<file path="config.mk">
export PLATFORM = sky130hd
export DESIGN_NAME = adc_ctrl_top
export DESIGN_NICKNAME = d
export VERILOG_FILES = /design/src/start_pin_filter.v /design/src/result_capture.v /design/src/adc_ctrl_top.v
export VERILOG_INCLUDE_DIRS = /design/src
export SDC_FILE = /design/constraint.sdc
export NUM_CORES = 1
export LEC_CHECK = 0
export BUFFER_PORTS_ARGS = -buffer_cell sky130_fd_sc_hd__buf_2
export CORE_MARGIN = 4
export CORE_UTILIZATION = 43
export DETAILED_ROUTE_END_ITERATION = 16
export PLACE_DENSITY = 0.74
export SYNTH_ARGS = -nofsm -noshare
export SYNTH_HDL_FRONTEND = slang
export SYNTH_SLANG_ARGS = --single-unit
</file>
<file path="constraint.sdc">
create_clock -name clk_i -period 2.04 [get_ports clk_i]
set_clock_uncertainty 0.1 [all_clocks]
set_input_delay 0.612 -clock clk_i [delete_from_list [all_inputs] [get_ports clk_i]]
set_output_delay 0.612 -clock clk_i [all_outputs]
set_load 0.05 [all_outputs]
</file>
<file path="src/adc_regs.vh">
`ifndef ADC_REGS_VH
`define ADC_REGS_VH

// ****************************************
// register byte offsets
// ****************************************
`define RESULT_OFS 8'h00
`define CTRL_OFS 8'h20
`define STATUS_OFS 8'h80
`define MASK_OFS 8'h84

// ****************************************
// reset values
// ****************************************
`define CTRL_RST 32'h00000000
`define STATUS_RST 2'h0
`define MASK_RST 2'h3

// ****************************************
// conversion result fields
// ****************************************
`define RES_VALID_BIT 17
`define RES_OVR_BIT 16
`define RES_DATA_MSB 11
`define RES_WIDTH 12

// ****************************************
// converter control fields
// ****************************************
`define CTRL_START_BIT 11
`define CTRL_HWEN_BIT 8
`define CTRL_EDGE_BIT 6
`define CTRL_SRC_MSB 5
`define CTRL_SRC_LSB 4
`define CTRL_IEN_BIT 1
`define CTRL_EN_BIT 0
`define CTRL_WMASK 32'h00000973
`define SRC_PIN 2'h0
`define SRC_PWM 2'h3

// ****************************************
// interrupt status and mask fields
// ****************************************
`define STAT_END_BIT 0
`define STAT_OVR_BIT 1
`define STAT_WIDTH 2

// ****************************************
// timing and bus answers
// ****************************************
`define PIN_STABLE_CLKS 4
`define RESP_OKAY 2'h0
`define RESP_SLVERR 2'h2

`endif

</file>
<file path="src/start_pin_filter.v">
`timescale 1ns/1ps
`include "adc_regs.vh"

module start_pin_filter #(
	parameter STABLE = `PIN_STABLE_CLKS
) (
	// clock and reset
	input wire clk_i,
	input wire rst_n_i,
	// pin and edge choice
	input wire pin_i,
	input wire rising_sel_i,
	// qualified edge
	output wire edge_o
);

reg sync1_q;
reg sync2_q;
reg [STABLE-1:0] hist_q;
reg level_q;
reg primed_q;
reg edge_q;
wire all_high;
wire all_low;

assign all_high = &hist_q;
assign all_low = ~|hist_q;
assign edge_o = edge_q;

// ****************************************
// synchronise, filter, detect edge
// ****************************************
always @(posedge clk_i) begin
	if (!rst_n_i) begin
		sync1_q <= 1'b0;
		sync2_q <= 1'b0;
		hist_q <= {STABLE{1'b0}};
		level_q <= 1'b0;
		primed_q <= 1'b0;
		edge_q <= 1'b0;
	end else begin
		sync1_q <= pin_i;
		sync2_q <= sync1_q;
		hist_q <= {hist_q[STABLE-2:0], sync2_q};
		edge_q <= 1'b0;
		// first settled level after reset only primes
		if (all_high && (!level_q || !primed_q)) begin
			level_q <= 1'b1;
			primed_q <= 1'b1;
			edge_q <= primed_q & rising_sel_i;
		end else if (all_low && (level_q || !primed_q)) begin
			level_q <= 1'b0;
			primed_q <= 1'b1;
			edge_q <= primed_q & ~rising_sel_i;
		end
	end
end

endmodule

</file>
<file path="src/result_capture.v">
`timescale 1ns/1ps
`include "adc_regs.vh"

module result_capture (
	// clock and reset
	input wire clk_i,
	input wire rst_n_i,
	// new result from converter
	input wire load_i,
	input wire [`RES_WIDTH-1:0] data_i,
	// read of the result register
	input wire clear_i,
	// held result and flags
	output wire [`RES_WIDTH-1:0] data_o,
	output wire valid_o,
	output wire ovr_o
);

reg [`RES_WIDTH-1:0] data_q;
reg valid_q;
reg ovr_q;

assign data_o = data_q;
assign valid_o = valid_q;
assign ovr_o = ovr_q;

// ****************************************
// result hold, load wins over read clear
// ****************************************
always @(posedge clk_i) begin
	if (!rst_n_i) begin
		data_q <= {`RES_WIDTH{1'b0}};
		valid_q <= 1'b0;
		ovr_q <= 1'b0;
	end else begin
		if (load_i) begin
			data_q <= data_i;
			valid_q <= 1'b1;
			// a read in the load cycle already reported the old flags
			ovr_q <= (ovr_q | valid_q) & ~clear_i;
		end else if (clear_i) begin
			valid_q <= 1'b0;
			ovr_q <= 1'b0;
		end
	end
end

endmodule

</file>
<file path="src/adc_ctrl_top.v">
// Overview of operation
// - valid set on result, cleared by read
// - overrun when unread result overwritten; read clears
// - 12-bit result in low bits, valid at bit 17, overrun at bit 16, rest zero
// - start bit set by software, pin or PWM
// - start bit auto-clears; zero means converter idle
// - hardware trigger honoured only when enabled
// - edge select: zero falling, one rising
// - source 00 pin, 11 PWM, others none
// - end interrupt only with interrupt enable set
// - enable zero powers down converter
// - end flag set on completion drives interrupt
`timescale 1ns/1ps
`include "adc_regs.vh"

module adc_ctrl_top (
	// clock and reset
	input wire clk_i,
	input wire rst_n_i,
	// axi4-lite write address
	input wire awvalid_i,
	output wire awready_o,
	input wire [7:0] awaddr_i,
	input wire [2:0] awprot_i,
	// axi4-lite write data
	input wire wvalid_i,
	output wire wready_o,
	input wire [31:0] wdata_i,
	input wire [3:0] wstrb_i,
	// axi4-lite write response
	output wire bvalid_o,
	input wire bready_i,
	output wire [1:0] bresp_o,
	// axi4-lite read address
	input wire arvalid_i,
	output wire arready_o,
	input wire [7:0] araddr_i,
	input wire [2:0] arprot_i,
	// axi4-lite read data
	output wire rvalid_o,
	input wire rready_i,
	output wire [31:0] rdata_o,
	output wire [1:0] rresp_o,
	// triggers
	input wire start_pin_i,
	input wire pwm_trig_i,
	// analog converter core
	output wire conv_power_o,
	output wire conv_run_o,
	input wire conv_done_i,
	input wire [`RES_WIDTH-1:0] conv_data_i,
	// interrupt
	output wire irq_o
);

// ****************************************
// declarations
// ****************************************
reg awready_q;
reg aw_held_q;
reg [7:0] awaddr_q;
reg wready_q;
reg w_held_q;
reg [31:0] wdata_q;
reg [3:0] wstrb_q;
reg bvalid_q;
reg [1:0] bresp_q;
reg arready_q;
reg rvalid_q;
reg [31:0] rdata_q;
reg [1:0] rresp_q;
reg [31:0] ctrl_q;
reg start_q;
reg active_q;
reg power_q;
reg [`STAT_WIDTH-1:0] status_q;
reg [`STAT_WIDTH-1:0] mask_q;
reg irq_q;
reg [31:0] rd_word;
reg rd_hit;
wire [31:0] byte_mask;
wire [31:0] ctrl_mask;
wire do_write;
wire wr_ctrl;
wire wr_status;
wire wr_mask;
wire wr_hit;
wire rd_take;
wire rd_clear;
wire pin_edge;
wire hw_trig;
wire sw_set;
wire sw_clear;
wire done_take;
wire new_ovr;
wire [`RES_WIDTH-1:0] res_data;
wire res_valid;
wire res_ovr;
wire [`STAT_WIDTH-1:0] stat_set;
wire [`STAT_WIDTH-1:0] stat_clr;
wire [`STAT_WIDTH-1:0] irq_gate;

assign awready_o = awready_q;
assign wready_o = wready_q;
assign bvalid_o = bvalid_q;
assign bresp_o = bresp_q;
assign arready_o = arready_q;
assign rvalid_o = rvalid_q;
assign rdata_o = rdata_q;
assign rresp_o = rresp_q;
assign conv_power_o = power_q;
assign conv_run_o = active_q;
assign irq_o = irq_q;

// ****************************************
// trigger pin and result holder
// ****************************************
start_pin_filter #(
	.STABLE(`PIN_STABLE_CLKS)
) u_pin (
	.clk_i(clk_i),
	.rst_n_i(rst_n_i),
	.pin_i(start_pin_i),
	.rising_sel_i(ctrl_q[`CTRL_EDGE_BIT]),
	.edge_o(pin_edge)
);

result_capture u_result (
	.clk_i(clk_i),
	.rst_n_i(rst_n_i),
	.load_i(done_take),
	.data_i(conv_data_i),
	.clear_i(rd_clear),
	.data_o(res_data),
	.valid_o(res_valid),
	.ovr_o(res_ovr)
);

// ****************************************
// write channel decode
// ****************************************
assign do_write = aw_held_q & w_held_q & ~bvalid_q;
assign wr_ctrl = do_write & (awaddr_q == `CTRL_OFS);
assign wr_status = do_write & (awaddr_q == `STATUS_OFS);
assign wr_mask = do_write & (awaddr_q == `MASK_OFS);
assign wr_hit = (awaddr_q == `CTRL_OFS) | (awaddr_q == `STATUS_OFS) |
	(awaddr_q == `MASK_OFS) | (awaddr_q == `RESULT_OFS);
assign byte_mask = {{8{wstrb_q[3]}}, {8{wstrb_q[2]}},
	{8{wstrb_q[1]}}, {8{wstrb_q[0]}}};
assign ctrl_mask = byte_mask & `CTRL_WMASK;

always @(posedge clk_i) begin
	if (!rst_n_i) begin
		awready_q <= 1'b1;
		aw_held_q <= 1'b0;
		awaddr_q <= 8'h00;
		wready_q <= 1'b1;
		w_held_q <= 1'b0;
		wdata_q <= 32'h00000000;
		wstrb_q <= 4'h0;
		bvalid_q <= 1'b0;
		bresp_q <= `RESP_OKAY;
	end else begin
		if (awvalid_i && awready_q) begin
			awready_q <= 1'b0;
			aw_held_q <= 1'b1;
			awaddr_q <= {awaddr_i[7:2], 2'b00};
		end
		if (wvalid_i && wready_q) begin
			wready_q <= 1'b0;
			w_held_q <= 1'b1;
			wdata_q <= wdata_i;
			wstrb_q <= wstrb_i;
		end
		if (do_write) begin
			aw_held_q <= 1'b0;
			w_held_q <= 1'b0;
			bvalid_q <= 1'b1;
			bresp_q <= wr_hit ? `RESP_OKAY : `RESP_SLVERR;
		end else if (bvalid_q && bready_i) begin
			bvalid_q <= 1'b0;
			awready_q <= 1'b1;
			wready_q <= 1'b1;
		end
	end
end

// ****************************************
// read channel
// ****************************************
assign rd_take = arvalid_i & arready_q;
assign rd_clear = rd_take & ({araddr_i[7:2], 2'b00} == `RESULT_OFS);

always @* begin
	rd_word = 32'h00000000;
	rd_hit = 1'b1;
	case ({araddr_i[7:2], 2'b00})
	`RESULT_OFS: begin
		rd_word[`RES_DATA_MSB:0] = res_data;
		rd_word[`RES_VALID_BIT] = res_valid;
		rd_word[`RES_OVR_BIT] = res_ovr;
	end
	`CTRL_OFS: begin
		rd_word = ctrl_q & `CTRL_WMASK;
		rd_word[`CTRL_START_BIT] = start_q;
	end
	`STATUS_OFS: begin
		rd_word[`STAT_WIDTH-1:0] = status_q;
	end
	`MASK_OFS: begin
		rd_word[`STAT_WIDTH-1:0] = mask_q;
	end
	default: begin
		rd_hit = 1'b0;
	end
	endcase
end

always @(posedge clk_i) begin
	if (!rst_n_i) begin
		arready_q <= 1'b1;
		rvalid_q <= 1'b0;
		rdata_q <= 32'h00000000;
		rresp_q <= `RESP_OKAY;
	end else begin
		if (rd_take) begin
			arready_q <= 1'b0;
			rvalid_q <= 1'b1;
			rdata_q <= rd_word;
			rresp_q <= rd_hit ? `RESP_OKAY : `RESP_SLVERR;
		end else if (rvalid_q && rready_i) begin
			rvalid_q <= 1'b0;
			arready_q <= 1'b1;
		end
	end
end

// ****************************************
// trigger selection
// ****************************************
assign hw_trig = ctrl_q[`CTRL_HWEN_BIT] & (
	((ctrl_q[`CTRL_SRC_MSB:`CTRL_SRC_LSB] == `SRC_PIN) & pin_edge) |
	((ctrl_q[`CTRL_SRC_MSB:`CTRL_SRC_LSB] == `SRC_PWM) & pwm_trig_i));
assign sw_set = wr_ctrl & wstrb_q[1] & wdata_q[`CTRL_START_BIT];
assign sw_clear = wr_ctrl & wstrb_q[1] & ~wdata_q[`CTRL_START_BIT];
assign done_take = conv_done_i & active_q;

// ****************************************
// control register and conversion sequence
// ****************************************
always @(posedge clk_i) begin
	if (!rst_n_i) begin
		ctrl_q <= `CTRL_RST;
		start_q <= 1'b0;
		active_q <= 1'b0;
		power_q <= 1'b0;
	end else begin
		if (wr_ctrl) begin
			ctrl_q <= (ctrl_q & ~ctrl_mask) | (wdata_q & ctrl_mask);
		end
		power_q <= ctrl_q[`CTRL_EN_BIT];
		if (!ctrl_q[`CTRL_EN_BIT]) begin
			// disabled converter holds no pending start
			start_q <= 1'b0;
			active_q <= 1'b0;
		end else if (sw_set || hw_trig) begin
			start_q <= 1'b1;
			if (done_take) begin
				active_q <= 1'b0;
			end
		end else if (sw_clear) begin
			start_q <= 1'b0;
			active_q <= 1'b0;
		end else if (done_take) begin
			start_q <= 1'b0;
			active_q <= 1'b0;
		end else if (start_q && !active_q) begin
			active_q <= 1'b1;
		end
	end
end

// ****************************************
// interrupt status, mask and output
// ****************************************
assign new_ovr = done_take & res_valid & ~rd_clear;
assign stat_set = {new_ovr, done_take};
assign stat_clr = wr_status ? wdata_q[`STAT_WIDTH-1:0] & byte_mask[1:0] :
	{`STAT_WIDTH{1'b0}};
assign irq_gate = {1'b1, ctrl_q[`CTRL_IEN_BIT]};

always @(posedge clk_i) begin
	if (!rst_n_i) begin
		status_q <= `STATUS_RST;
		mask_q <= `MASK_RST;
		irq_q <= 1'b0;
	end else begin
		status_q <= (status_q & ~stat_clr) | stat_set;
		if (wr_mask && wstrb_q[0]) begin
			mask_q <= wdata_q[`STAT_WIDTH-1:0];
		end
		irq_q <= |(status_q & mask_q & irq_gate);
	end
end

endmodule

</file>
## Yosys cells after proc, flatten, opt, wreduce, memory -nomap -nowiden

Cells that the tools add are included.

| word-level totals | value |
|---|---|
| flip-flop bits (word level) | 128 |
| logic and storage cells | 142 |
| output and inout bits | 44 |

| cells by class | value |
|---|---|
| reductions and logical operators | 31 |
| bitwise operators | 39 |
| eq/ne operators | 8 |
| multiplexer cells | 35 |

Operators with widths:

| operator | count |
|---|---|
| $and A32 B12 Y32 | 1 |
| $and A32 B32 Y32 | 1 |
| $not A12 Y32 | 1 |
| $or A32 B32 Y32 | 1 |
| $mux W1 | 29 |
| $eq A6 B6 Y1 const B | 4 |
| $pmux W10 S2 | 1 |
| $and A1 B1 Y1 | 19 |
| $eq A6 B4 Y1 const B | 2 |
| $and A2 B2 Y2 | 4 |
| $logic_and A1 B1 Y1 | 8 |
| $logic_not A8 Y1 | 1 |
| $mux W2 | 4 |
| $pmux W2 S4 | 1 |
| $reduce_bool A2 Y1 | 4 |
| $reduce_or A4 Y1 | 2 |
| $logic_not A6 Y1 | 1 |
| $reduce_bool A3 Y1 | 2 |
| $not A1 Y1 | 5 |
| $or A1 B1 Y1 | 5 |
| $logic_not A1 Y1 | 4 |
| $reduce_and A2 Y1 | 2 |
| $reduce_and A4 Y1 | 1 |
| $reduce_or A2 Y1 | 2 |
| other kinds (6) | 8 |

## Logic depth before layout (Yosys ltp)

Gate-level depths: netlist of the first run.

| logic depth | value |
|---|---|
| depth in word-level cells | 8 |
| mapped depth | 5 |
| depth with buffers taken out | 4 |

## Cells and area by module

A second synthesis of the first run with hierarchy kept.

| unflattened totals | value |
|---|---|
| cell total of the unflattened synthesis | 328 |
| area total of the unflattened synthesis | 3176.8 µm² |

By module, submodules not included:

| module | cells an instance | area each (µm²) | sequential area each (µm²) | times used |
|---|---|---|---|---|
| adc_ctrl_top | 258 | 2346.0 | 1041.0 | 1 |
| result_capture | 45 | 545.5 | 280.3 | 1 |
| start_pin_filter | 25 | 285.3 | 180.2 | 1 |

## Worst setup path after synthesis of the first run

Ideal clock, no wire load.

| timing path | value |
|---|---|
| kind | input -> register |
| start | in araddr_i[3] |
| end | reg status_q[1] |
| slack | 30 ps |
| data arrival time | 1795 ps |
| stages on the path | 5 |
| path buffers | 1 |
| cells stage by stage | or4_4 -> nor3_4 -> buf_6 -> a21oi_1 -> o21a_1 |

| between the ends | value |
|---|---|
| longest elaborated chain between the ends | 5 |

Ends and longest elaborated chain:

| element | RTL line | RTL |
|---|---|---|
| start: declaration | adc_ctrl_top.v:37 | `input wire [7:0] araddr_i,` |
| $logic_not A6 Y1 | n/a |  |
| $and A1 B1 Y1 | adc_ctrl_top.v:192 | `` assign rd_clear = rd_take & ({araddr_i[7:2], 2'b00} == `RESULT_OFS); `` |
| $not A1 Y1 | adc_ctrl_top.v:286 | `assign new_ovr = done_take & res_valid & ~rd_clear;` |
| $and A1 B1 Y1 | adc_ctrl_top.v:286 |  |
| $or A2 B2 Y2 | adc_ctrl_top.v:298 | `status_q <= (status_q & ~stat_clr) \| stat_set;` |
| end signal: assignment | adc_ctrl_top.v:294 | `` status_q <= `STATUS_RST; `` |
| end signal: assignment | adc_ctrl_top.v:298 |  |
| end: declaration | adc_ctrl_top.v:76 | `` reg [`STAT_WIDTH-1:0] status_q; `` |

Every way passes these cells.
A chain may end at the register's enable or synchronous reset.

## Worst setup path in the final report of the first run

| timing path | value |
|---|---|
| start | in araddr_i[3] |
| end | reg rdata_q[16], in the netlist rdata_o[16] |

| between the ends | value |
|---|---|
| longest elaborated chain between the ends | 2 |

Ends and longest elaborated chain:

| element | RTL line | RTL |
|---|---|---|
| $logic_not A6 Y1 | adc_ctrl_top.v:197 | `case ({araddr_i[7:2], 2'b00})` |
| $mux W2 | adc_ctrl_top.v:197 |  |
| end signal: assignment | adc_ctrl_top.v:229 | `rdata_q <= rd_word;` |
| end: declaration | adc_ctrl_top.v:70 | `reg [31:0] rdata_q;` |

Every way passes these cells.

==> qor.yml, run 1 <==
outcome: "finished clean"
startpoint_type: "input pin"
startpoint: "araddr_i[3]"
synth_cell_types: 42
async_flop_share_pct: 0
diodes: 0
grt_use_total_pct: 16.3
start_util_pct: 44.2
hpwl_mm: 4.96
globalRouteOverflowTotal: 0
postSynthCellCount: 348
cts_buffer_depth: 2
io_pins: 124
synth_top_area_share_pct: 50.0
p_leak_uw: 0.00159
period_minus_slack_ns: 1.76
crit_required_ns: 2.22
setup_viol: 0
ir_worst_vdd_mv: 0.413
path_clk_slew_ns: 0.08
synth_area_leaders: "dfxtp_1 50%, nand2_1 8.3%, a21oi_1 7.2%"
drtPass1Iterations: 4
clockRootBuffer: "clkbuf_8"
hp-class: "flop to flop"
drc: 0
syn2layout_area_growth_pct: 22.4
synth_top_flop_cell: "dfxtp_1"
cts_resized: 0
rows: 30
die_width_um: 91.6
ys_ff_latch: 75
drt-total-wl_mm: 6.73
worstPathArrival_ns: 1.93
dieArea_mm2: 0.00838
yosysSeqAreaShare_pct: 50.0
cp_max_fo: 8
die_h_um: 91.6
yosys.area.top_type: "dfxtp_1"
ys_top_cells_by_count: "75 x dfxtp_1, 66 x nand2_1, 43 x a21oi_1"
vias_per_cell: 4.96
routabilityCongestion: 0.858
max_freq_ghz: 0.570
cp_cell_sequence: "buf_2, or4_4, nor3_4, buf_12, buf_12, nand3_1, a21oi_1"
grt_pass1_wl_mm: 11.1
postCtsSetupBuffers: 0
grt_pass1_vias: 2364
cts_max_level: 3
path_class: "input pin to flop"
grt_max_degree: 51
cp-end-kind: "flop"
synth_edf_count: 0
rsz0062_at_grt: "false"
clk_latency_ns: 0.34
drive_gt1_share_pct: 23.6
antenna_left: 0
cp_slowest_stage_delay_ns: 0.56
clkSinkCount: 75
rr_startpoint: "awaddr_q[3]$_SDFFE_PN0P_"
wl_per_cell_um: 12.9
hold_viol: 0
cts-hold-fix-buffers: 0
cts_buffers: 9
antenna_found_initial: 0
syn_area_mm2: 0.00300
path_common_cell: "buf_12"
vias: 2581
synth.most_common_cell: "dfxtp_1"
numPortBuffers: 66
worstHoldStart: "u_pin.primed_q$_SDFFE_PN0P_"
drt_iter0_markers: 151
avgSynthCellArea_um2: 8.63
period_share_pct: 86.1
ys_warn_count: 0
ff2ff_setup_slack_ns: 0.41
cap_violations: 0
p_per_area_mw_per_mm2: 885
cts_tree: "done"
core_mm2: 0.00679
hold_ws_ns: 0.345
fillers: 623
cpMaxStageDelayCell: "or4_4"
p_total_uw: 3250
final_nets: 499
slew_violations: 0
cell type report:
class                   count  area (um^2)  share of cell area (%)
flip-flops and latches     75         1500                    40.8
well taps                  96          120                    3.27
repair buffers             80          473                    12.9
multi-input cells         246         1310                    35.5
clock inverters             6          113                    3.06
clock buffers              10          138                    3.74
inverters                   7         26.3                   0.715
placed cells by master (no fill, tap or decap), types with 11 or more instances in the layout:
cell type,count
mux2i_1,11
conb_1,20
buf_2,66
nand2_1,66
a21oi_1,43
buf_4,11
dfxtp_1,75
nor2_1,16
nand3_1,18
o21ai_0,13
layer usage:
layer | GRT usage, % | share of wire (%) | up-vias
met3 | 4.47 | 7.3 | 9
met4 | 6.53 | 1.4 | 0
met5 | 0 | 0 | -
met1 | 21.0 | 44 | 1187
met2 | 25.9 | 48 | 88
li1 | - | - | 1297
cells by family (layout without fill, tap and decap cells):
| group | after synthesis | count (layout) | share of synthesized area (%) |
|---|---|---|---|
| compound gates | 79 | 79 | 15.5 |
| buf+inv | 46 | 103 | 8.92 |
| flops | 75 | 75 | 50.0 |
| mux | 11 | 11 | 3.67 |
| other cells | 1 | 20 | 0.125 |
| simple gates | 136 | 136 | 21.8 |
final timing paths:
kind | depth (start not counted) | endpoint
worst max register to register | 4 | mask_q[1]$_SDFFE_PN1P_
worst min register to register | 2 | u_pin.edge_o$_SDFF_PN0_
worst max-delay path | 7 | rdata_o[16]$_SDFFE_PN0P_
worst min-delay path | 2 | u_pin.edge_o$_SDFF_PN0_
registers in the layout (all words and copies together) (netlist names), 2 cells and up, named ones only:
register	count
status_q	2
u_result.data_o	12
mask_q	2
u_pin.hist_q	4
wdata_q	7
rdata_o	14
wstrb_q	2
awaddr_q	6
worst max-delay path: cells and delay by family:
kind                   cells  cell delay [ns]
and+or+nand+nor            3             0.81
buffers and inverters      3             0.36
AOI/OAI and AO/OA          1             0.14
through the flow:
stage | util, % | setup TNS, ns | setup slack, ns | instances | cell area [um^2]
after global placement | 50.4 | -0.246 | -0.0442 | 504 | 3430
final | 54.1 | 0 | 0.284 | 520 | 3680
after global routing | 54.1 | 0 | 0.222 | 520 | 3680
after CTS | 54.1 | 0 | 0.291 | 520 | 3680
after detailed placement | 50.4 | -0.483 | -0.0735 | 504 | 3430
after floorplan | - | 0 | 0.0301 | 367 | 3070
power breakdown:
part           switching, uW  internal [uW]
Clock                    534            848
Sequential              26.8           1500
Combinational            246           94.4
(Power assumes the default switching activity.)
==> run 2: changes to the inputs <==
--- a/config.mk
+++ b/config.mk
@@ -10,7 +10,7 @@
 export CORE_MARGIN = 4
 export CORE_UTILIZATION = 43
 export DETAILED_ROUTE_END_ITERATION = 16
-export PLACE_DENSITY = 0.74
+export PLACE_DENSITY = 0.81
 export SYNTH_ARGS = -nofsm -noshare
 export SYNTH_HDL_FRONTEND = slang
 export SYNTH_SLANG_ARGS = --single-unit
==> constraint.sdc (replaced) <==
create_clock -name clk_i -period 2.04 [get_ports clk_i]
set_clock_uncertainty 0.1 [all_clocks]
set_input_delay 0.612 -clock clk_i [delete_from_list [all_inputs] [get_ports clk_i]]
set_output_delay 0.612 -clock clk_i [all_outputs]
set_load 0.005 [all_outputs]
==> run 2 against run 1 <==
Compared with the run above:
- final cell count fell by 0.96%
- non-clock buffer count fell by 2
- sequential power barely moved
- power fell by 18%
- critical path depth fell by 1
- hold slack barely moved
- critical path type unchanged
==> qor.yml, run 2 (same netlist as run 1, synthesis figures left out) <==
antenna_found_initial: 0  # unchanged
drt-total-wl_mm: 6.53  # -3.0%
critPathTopFamily: "simple AND/OR/NAND/NOR gates"
path_class: "input pin to flop"
grt_max_degree: 46  # -9.8%
syn2layout_area_growth_pct: 17.7
cp_slowest_stage_delay_ns: 0.55  # about the same
drt_iter0_markers: 99  # -34%
clockRootBuffer: "clkbuf_8"
antenna_left: 0  # unchanged
cts_tree: "done"
grt_pass1_vias: 2378  # +0.59%
cpMaxStageDelayCell: "or4_4"
routabilityCongestion: 0.791  # -7.9%
final_util_pct: 52.0  # -2.1 points
dieArea_mm2: 0.00838  # unchanged
clk_latency_ns: 0.33  # about the same
fillers: 632  # +1.4%
clkSinkCount: 75  # unchanged
worstPathArrival_ns: 1.91  # -0.02 ns
final_common_cell: "dfxtp_1"
io_pins: 124  # unchanged
crit_required_ns: 2.20  # -0.02 ns
outcome: "finished clean"
numPortBuffers: 66  # unchanged
final_nets: 497  # -0.40%
die_width_um: 91.6  # unchanged
startpoint_type: "input pin"
die_h_um: 91.6  # unchanged
diodes: 0  # unchanged
hp-class: "flop to flop"
hold_viol: 0  # unchanged
cp_num_buf_inv: 2  # -1
cts_resized: 0  # unchanged
core_mm2: 0.00679  # unchanged
globalRouteOverflowTotal: 0  # unchanged
max_freq_ghz: 0.572  # +0.44%
grt_use_total_pct: 15.8  # -0.53 points
layout_common_cells: "75 x dfxtp_1, 66 x nand2_1, 66 x buf_2"
postCtsSetupBuffers: 0  # unchanged
cts-hold-fix-buffers: 0  # unchanged
drtPass1Iterations: 4  # unchanged
cts_buffer_depth: 2  # unchanged
cp-end-kind: "flop"
slew_violations: 0  # unchanged
relSlewSlack_pct: 66.4
drc: 0  # unchanged
rsz0062_at_grt: "false"
period_minus_slack_ns: 1.75  # -0.00776 ns
p_per_area_mw_per_mm2: 754  # -15%
cts_max_level: 3  # unchanged
worst-slew-pin-transition_ns: 0.503
rows: 30  # unchanged
setup_viol: 0  # unchanged
path_clk_slew_ns: 0.07  # about the same
p_leak_uw: 0.00152  # -4.2%
cts_buffers: 9  # unchanged
vias: 2562  # -0.74%
vias_per_cell: 4.97  # +0.23%
wl_per_cell_um: 12.7  # -2.1%
drive_gt1_share_pct: 22.0  # -1.6 points
period_share_pct: 85.7  # -0.38 points
hpwl_mm: 4.79  # -3.3%
cp_max_fo: 8  # unchanged
cp_cell_sequence: "buf_2, or4_4, nor3_4, buf_4, nand3_2, a31oi_1"
ir_worst_vdd_mv: 0.324  # -22%
p_total_uw: 2670  # -18%
start_util_pct: 44.2  # unchanged
largest_reg_flops: 14  # unchanged
cap_violations: 0  # unchanged
grt_pass1_wl_mm: 10.7  # -3.3%
==> run 2: cell types whose count changed in the layout (fill, tap and decap cells not counted), sizes merged <==
cell    previous run  this run
bufinv             3         0
clkbuf            10        13
buf               80        78
clkinv             3         0
==> run 2: area by class of cell <==
cell class                      instances  area (um^2)  area share, %
Multi-Input combinational cell        246         1310           36.9
Clock buffer                           13          149           4.21
Timing Repair Buffer                   78          433           12.2
Sequential cell                        75         1500           42.5
Tap cell                               96          120           3.40
Inverter                                7         26.3          0.743
==> run 2: final timing paths <==
check	startpoint	to	slack, ns	cells after the start
max	araddr_i[3]	rdata_o[11]$_SDFFE_PN0P_	0.29	6
min	u_pin.primed_q$_SDFFE_PN0P_	u_pin.edge_o$_SDFF_PN0_	0.34	2
max reg2reg	awaddr_q[3]$_SDFFE_PN0P_	mask_q[1]$_SDFFE_PN1P_	0.42	4
min reg2reg	u_pin.primed_q$_SDFFE_PN0P_	u_pin.edge_o$_SDFF_PN0_	0.34	2
==> run 2: power by group <==
group          total, uW  leakage, uW  internal [uW]  switching [uW]
logic                214     0.000837           91.3             122
clock network        922    0.0000754            457             465
registers           1530     0.000610           1500            25.9
==> run 2: worst reg2reg max path, cell delays in order (launching register included) <==
cell and delay [ns]:
dfxtp_1 0.32, or3_1 0.38, or4_1 0.48, mux2i_1 0.18
nand2_1 0.06
==> run 2: through the flow <==
| stage | worst slack [ns] | setup TNS, ns | hold WS (ns) | cell area, um^2 | std cells |
|---|---|---|---|---|---|
| after floorplan | 0.0301 | 0 | 0.312 | 3070 | 367 |
| after global placement | -0.00777 | -0.0105 | 0.321 | 3390 | 502 |
| after detailed placement | -0.0524 | -0.180 | 0.327 | 3390 | 502 |
| after CTS | 0.314 | 0 | 0.347 | 3530 | 515 |
| after global routing | 0.223 | 0 | 0.353 | 3530 | 515 |
| final | 0.292 | 0 | 0.345 | 3530 | 515 |
==> run 2: per-layer routing <==
| metal | track usage, % | wire length [um] |
|---|---|---|
| met3 | 4.81 | 380 |
| met4 | 7.16 | 130 |
| met2 | 25.0 | 3210 |
| met5 | 0 | 0 |
| met1 | 19.7 | 2800 |
==> run 3: changes to the inputs <==
--- a/config.mk
+++ b/config.mk
@@ -8,9 +8,10 @@
 export LEC_CHECK = 0
 export BUFFER_PORTS_ARGS = -buffer_cell sky130_fd_sc_hd__buf_2
 export CORE_MARGIN = 4
-export CORE_UTILIZATION = 43
+export CORE_UTILIZATION = 45
+export CTS_BUF_LIST = sky130_fd_sc_hd__clkbuf_8
 export DETAILED_ROUTE_END_ITERATION = 16
-export PLACE_DENSITY = 0.81
+export PLACE_DENSITY = 0.84
 export SYNTH_ARGS = -nofsm -noshare
 export SYNTH_HDL_FRONTEND = slang
 export SYNTH_SLANG_ARGS = --single-unit
==> run 3 against run 2 <==
Compared with the run above:
- largest power group unchanged
- critical path depth did not move
- combinational power fell by 2%
- design area is 0.81% higher
- maximum frequency increased by 0.29%
- die area is 4.1% lower
==> qor.yml, run 3 (same netlist as run 1, synthesis figures left out) <==
numPortBuffers: 66  # unchanged
drc: 0  # unchanged
p_leak_uw: 0.00155  # +2.0%
die_h_um: 89.7  # -2.0%
cp_max_fo: 9  # +1
p_total_uw: 2950  # +11%
grt_max_degree: 24  # -48%
path_class: "input pin to flop"
clkSinkCount: 75  # unchanged
hp-class: "flop to flop"
min_to: "u_pin.hist_q[0]$_SDFF_PN0_"
drtPass1Iterations: 4  # unchanged
largest_reg_flops: 14  # unchanged
drt_iter0_markers: 144  # +45%
drive_gt1_share_pct: 22.6  # +0.61 points
antenna_left: 0  # unchanged
fillers: 585  # -7.4%
globalRouteOverflowTotal: 0  # unchanged
crit_required_ns: 2.21  # about the same
worst-slew-pin-transition_ns: 0.512  # +0.00854 ns
die_width_um: 89.7  # -2.0%
grt_pass1_wl_mm: 10.7  # -0.32%
postCtsSetupBuffers: 0  # unchanged
clk_latency_ns: 0.35  # +0.02 ns
period_share_pct: 85.4  # -0.25 points
holdPathStages: 1  # -1
hold_viol: 0  # unchanged
start_util_pct: 46.8  # +2.6 points
path_clk_slew_ns: 0.07  # about the same
cts_resized: 0  # unchanged
final_common_cell: "dfxtp_1"
startpoint_type: "input pin"
cts_tree: "done"
setup_viol: 0  # unchanged
rsz0062_at_grt: "false"
rows: 29  # -3.3%
cts-hold-fix-buffers: 0  # unchanged
drt-total-wl_mm: 6.91  # +5.8%
ff2ff_path_depth: 4  # unchanged
syn2layout_area_growth_pct: 18.7
cts_max_level: 3  # unchanged
vias_per_cell: 5.21  # +4.7%
p_per_area_mw_per_mm2: 827  # +9.7%
cts_buffer_depth: 2  # unchanged
cap_violations: 0  # unchanged
layout_common_cells: "75 x dfxtp_1, 66 x nand2_1, 66 x buf_2"
dieArea_mm2: 0.00804  # -4.1%
cts_buffers: 9  # unchanged
ff2ff_setup_slack_ns: 0.42  # about the same
place_inst: 482  # -4.0%
relSlewSlack_pct: 65.9  # -0.49 points
slew_violations: 0  # unchanged
stdcell_count: 498  # -3.3%
grt_pass1_vias: 2361  # -0.71%
hpwl_mm: 4.98  # +3.9%
rr_endpoint: "mask_q[0]$_SDFFE_PN1P_"
io_pins: 124  # unchanged
final_nets: 496  # -0.20%
period_minus_slack_ns: 1.74  # -0.00510 ns
rr_startpoint: "awaddr_q[3]$_SDFFE_PN0P_"
cp-end-kind: "flop"
ir_worst_vdd_mv: 0.343  # +5.9%
worstHoldStart: "u_pin.sync2_q$_SDFF_PN0_"
outcome: "finished clean"
antenna_found_initial: 0  # unchanged
vias: 2594  # +1.2%
routabilityCongestion: 0.833  # +5.3%
max_freq_ghz: 0.574  # +0.29%
diodes: 0  # unchanged
wl_per_cell_um: 13.9  # +9.4%
clockRootBuffer: "clkbuf_8"
core_mm2: 0.00642  # -5.5%
grt_use_total_pct: 17.6  # +1.8 points
worstPathArrival_ns: 1.92  # about the same
-- run 3: changes by cell type in the layout (fill, tap and decap cells not counted), sizes merged --
cell / previous run / this run
clkinv: 0 / 2
clkbuf: 13 / 9
inv: 7 / 9
buf: 78 / 77
bufinv: 0 / 2
clkinvlp: 0 / 1
-- run 3: metal layers --
layer	track usage, %	up-vias	wire length [um]
met5	0	-	0
li1	-	1295	-
met1	21.5	1198	2990
met3	4.47	18	447
met2	28.1	83	3280
met4	10.1	0	191
-- run 3: critical path: stages --
cell and delay, ns:
buf_2 0.11, or4_4 0.56, nor3_4 0.17, buf_4 0.21, nand3_1 0.10, a21oi_1 0.16
-- run 3: final cells by class --
cell class              instances  area, um^2  share of cell area, %
inverters                       7        26.3                  0.737
flip-flops and latches         75        1500                   42.1
clock buffers                   9         124                   3.48
well taps                      77        96.3                   2.70
repair buffers                 77         425                   11.9
multi-input cells             246        1310                   36.6
clock inverters                 7        85.1                   2.39
-- run 3: worst max-delay path by stage --
| stage | endpoint | cells after the start | startpoint |
|---|---|---|---|
| after floorplan | status_q[1]$_SDFF_PN0_ | 5 | araddr_i[3] |
| after global placement | rdata_o[3]$_SDFFE_PN0P_ | 6 | araddr_i[3] |
| after detailed placement | rdata_o[3]$_SDFFE_PN0P_ | 6 | araddr_i[3] |
| after CTS | awready_o | 1 | awready_o$_SDFF_PN1_ |
| after global routing | rdata_o[3]$_SDFFE_PN0P_ | 6 | araddr_i[3] |
| final | rdata_o[17]$_SDFFE_PN0P_ | 6 | araddr_i[3] |
-- run 3: stage by stage --
step / hold slack, ns / setup TNS (ns) / util [%] / instance area (um^2) / worst slack (ns)
floorplan: 0.312 / 0 / - / 3070 / 0.0301
global placement: 0.319 / -0.0828 / 52.2 / 3350 / -0.0200
detailed placement: 0.325 / -0.241 / 52.2 / 3350 / -0.0465
CTS: 0.341 / 0 / 55.5 / 3560 / 0.288
global route: 0.358 / 0 / 55.5 / 3560 / 0.219
finish: 0.336 / 0 / 55.5 / 3560 / 0.297
-- run 3: where the power goes --
group	internal (uW)	switching [uW]	total (uW)
registers	1500	31.0	1530
logic	89.7	120	210
clock network	675	528	1200
total	2270	679	2950
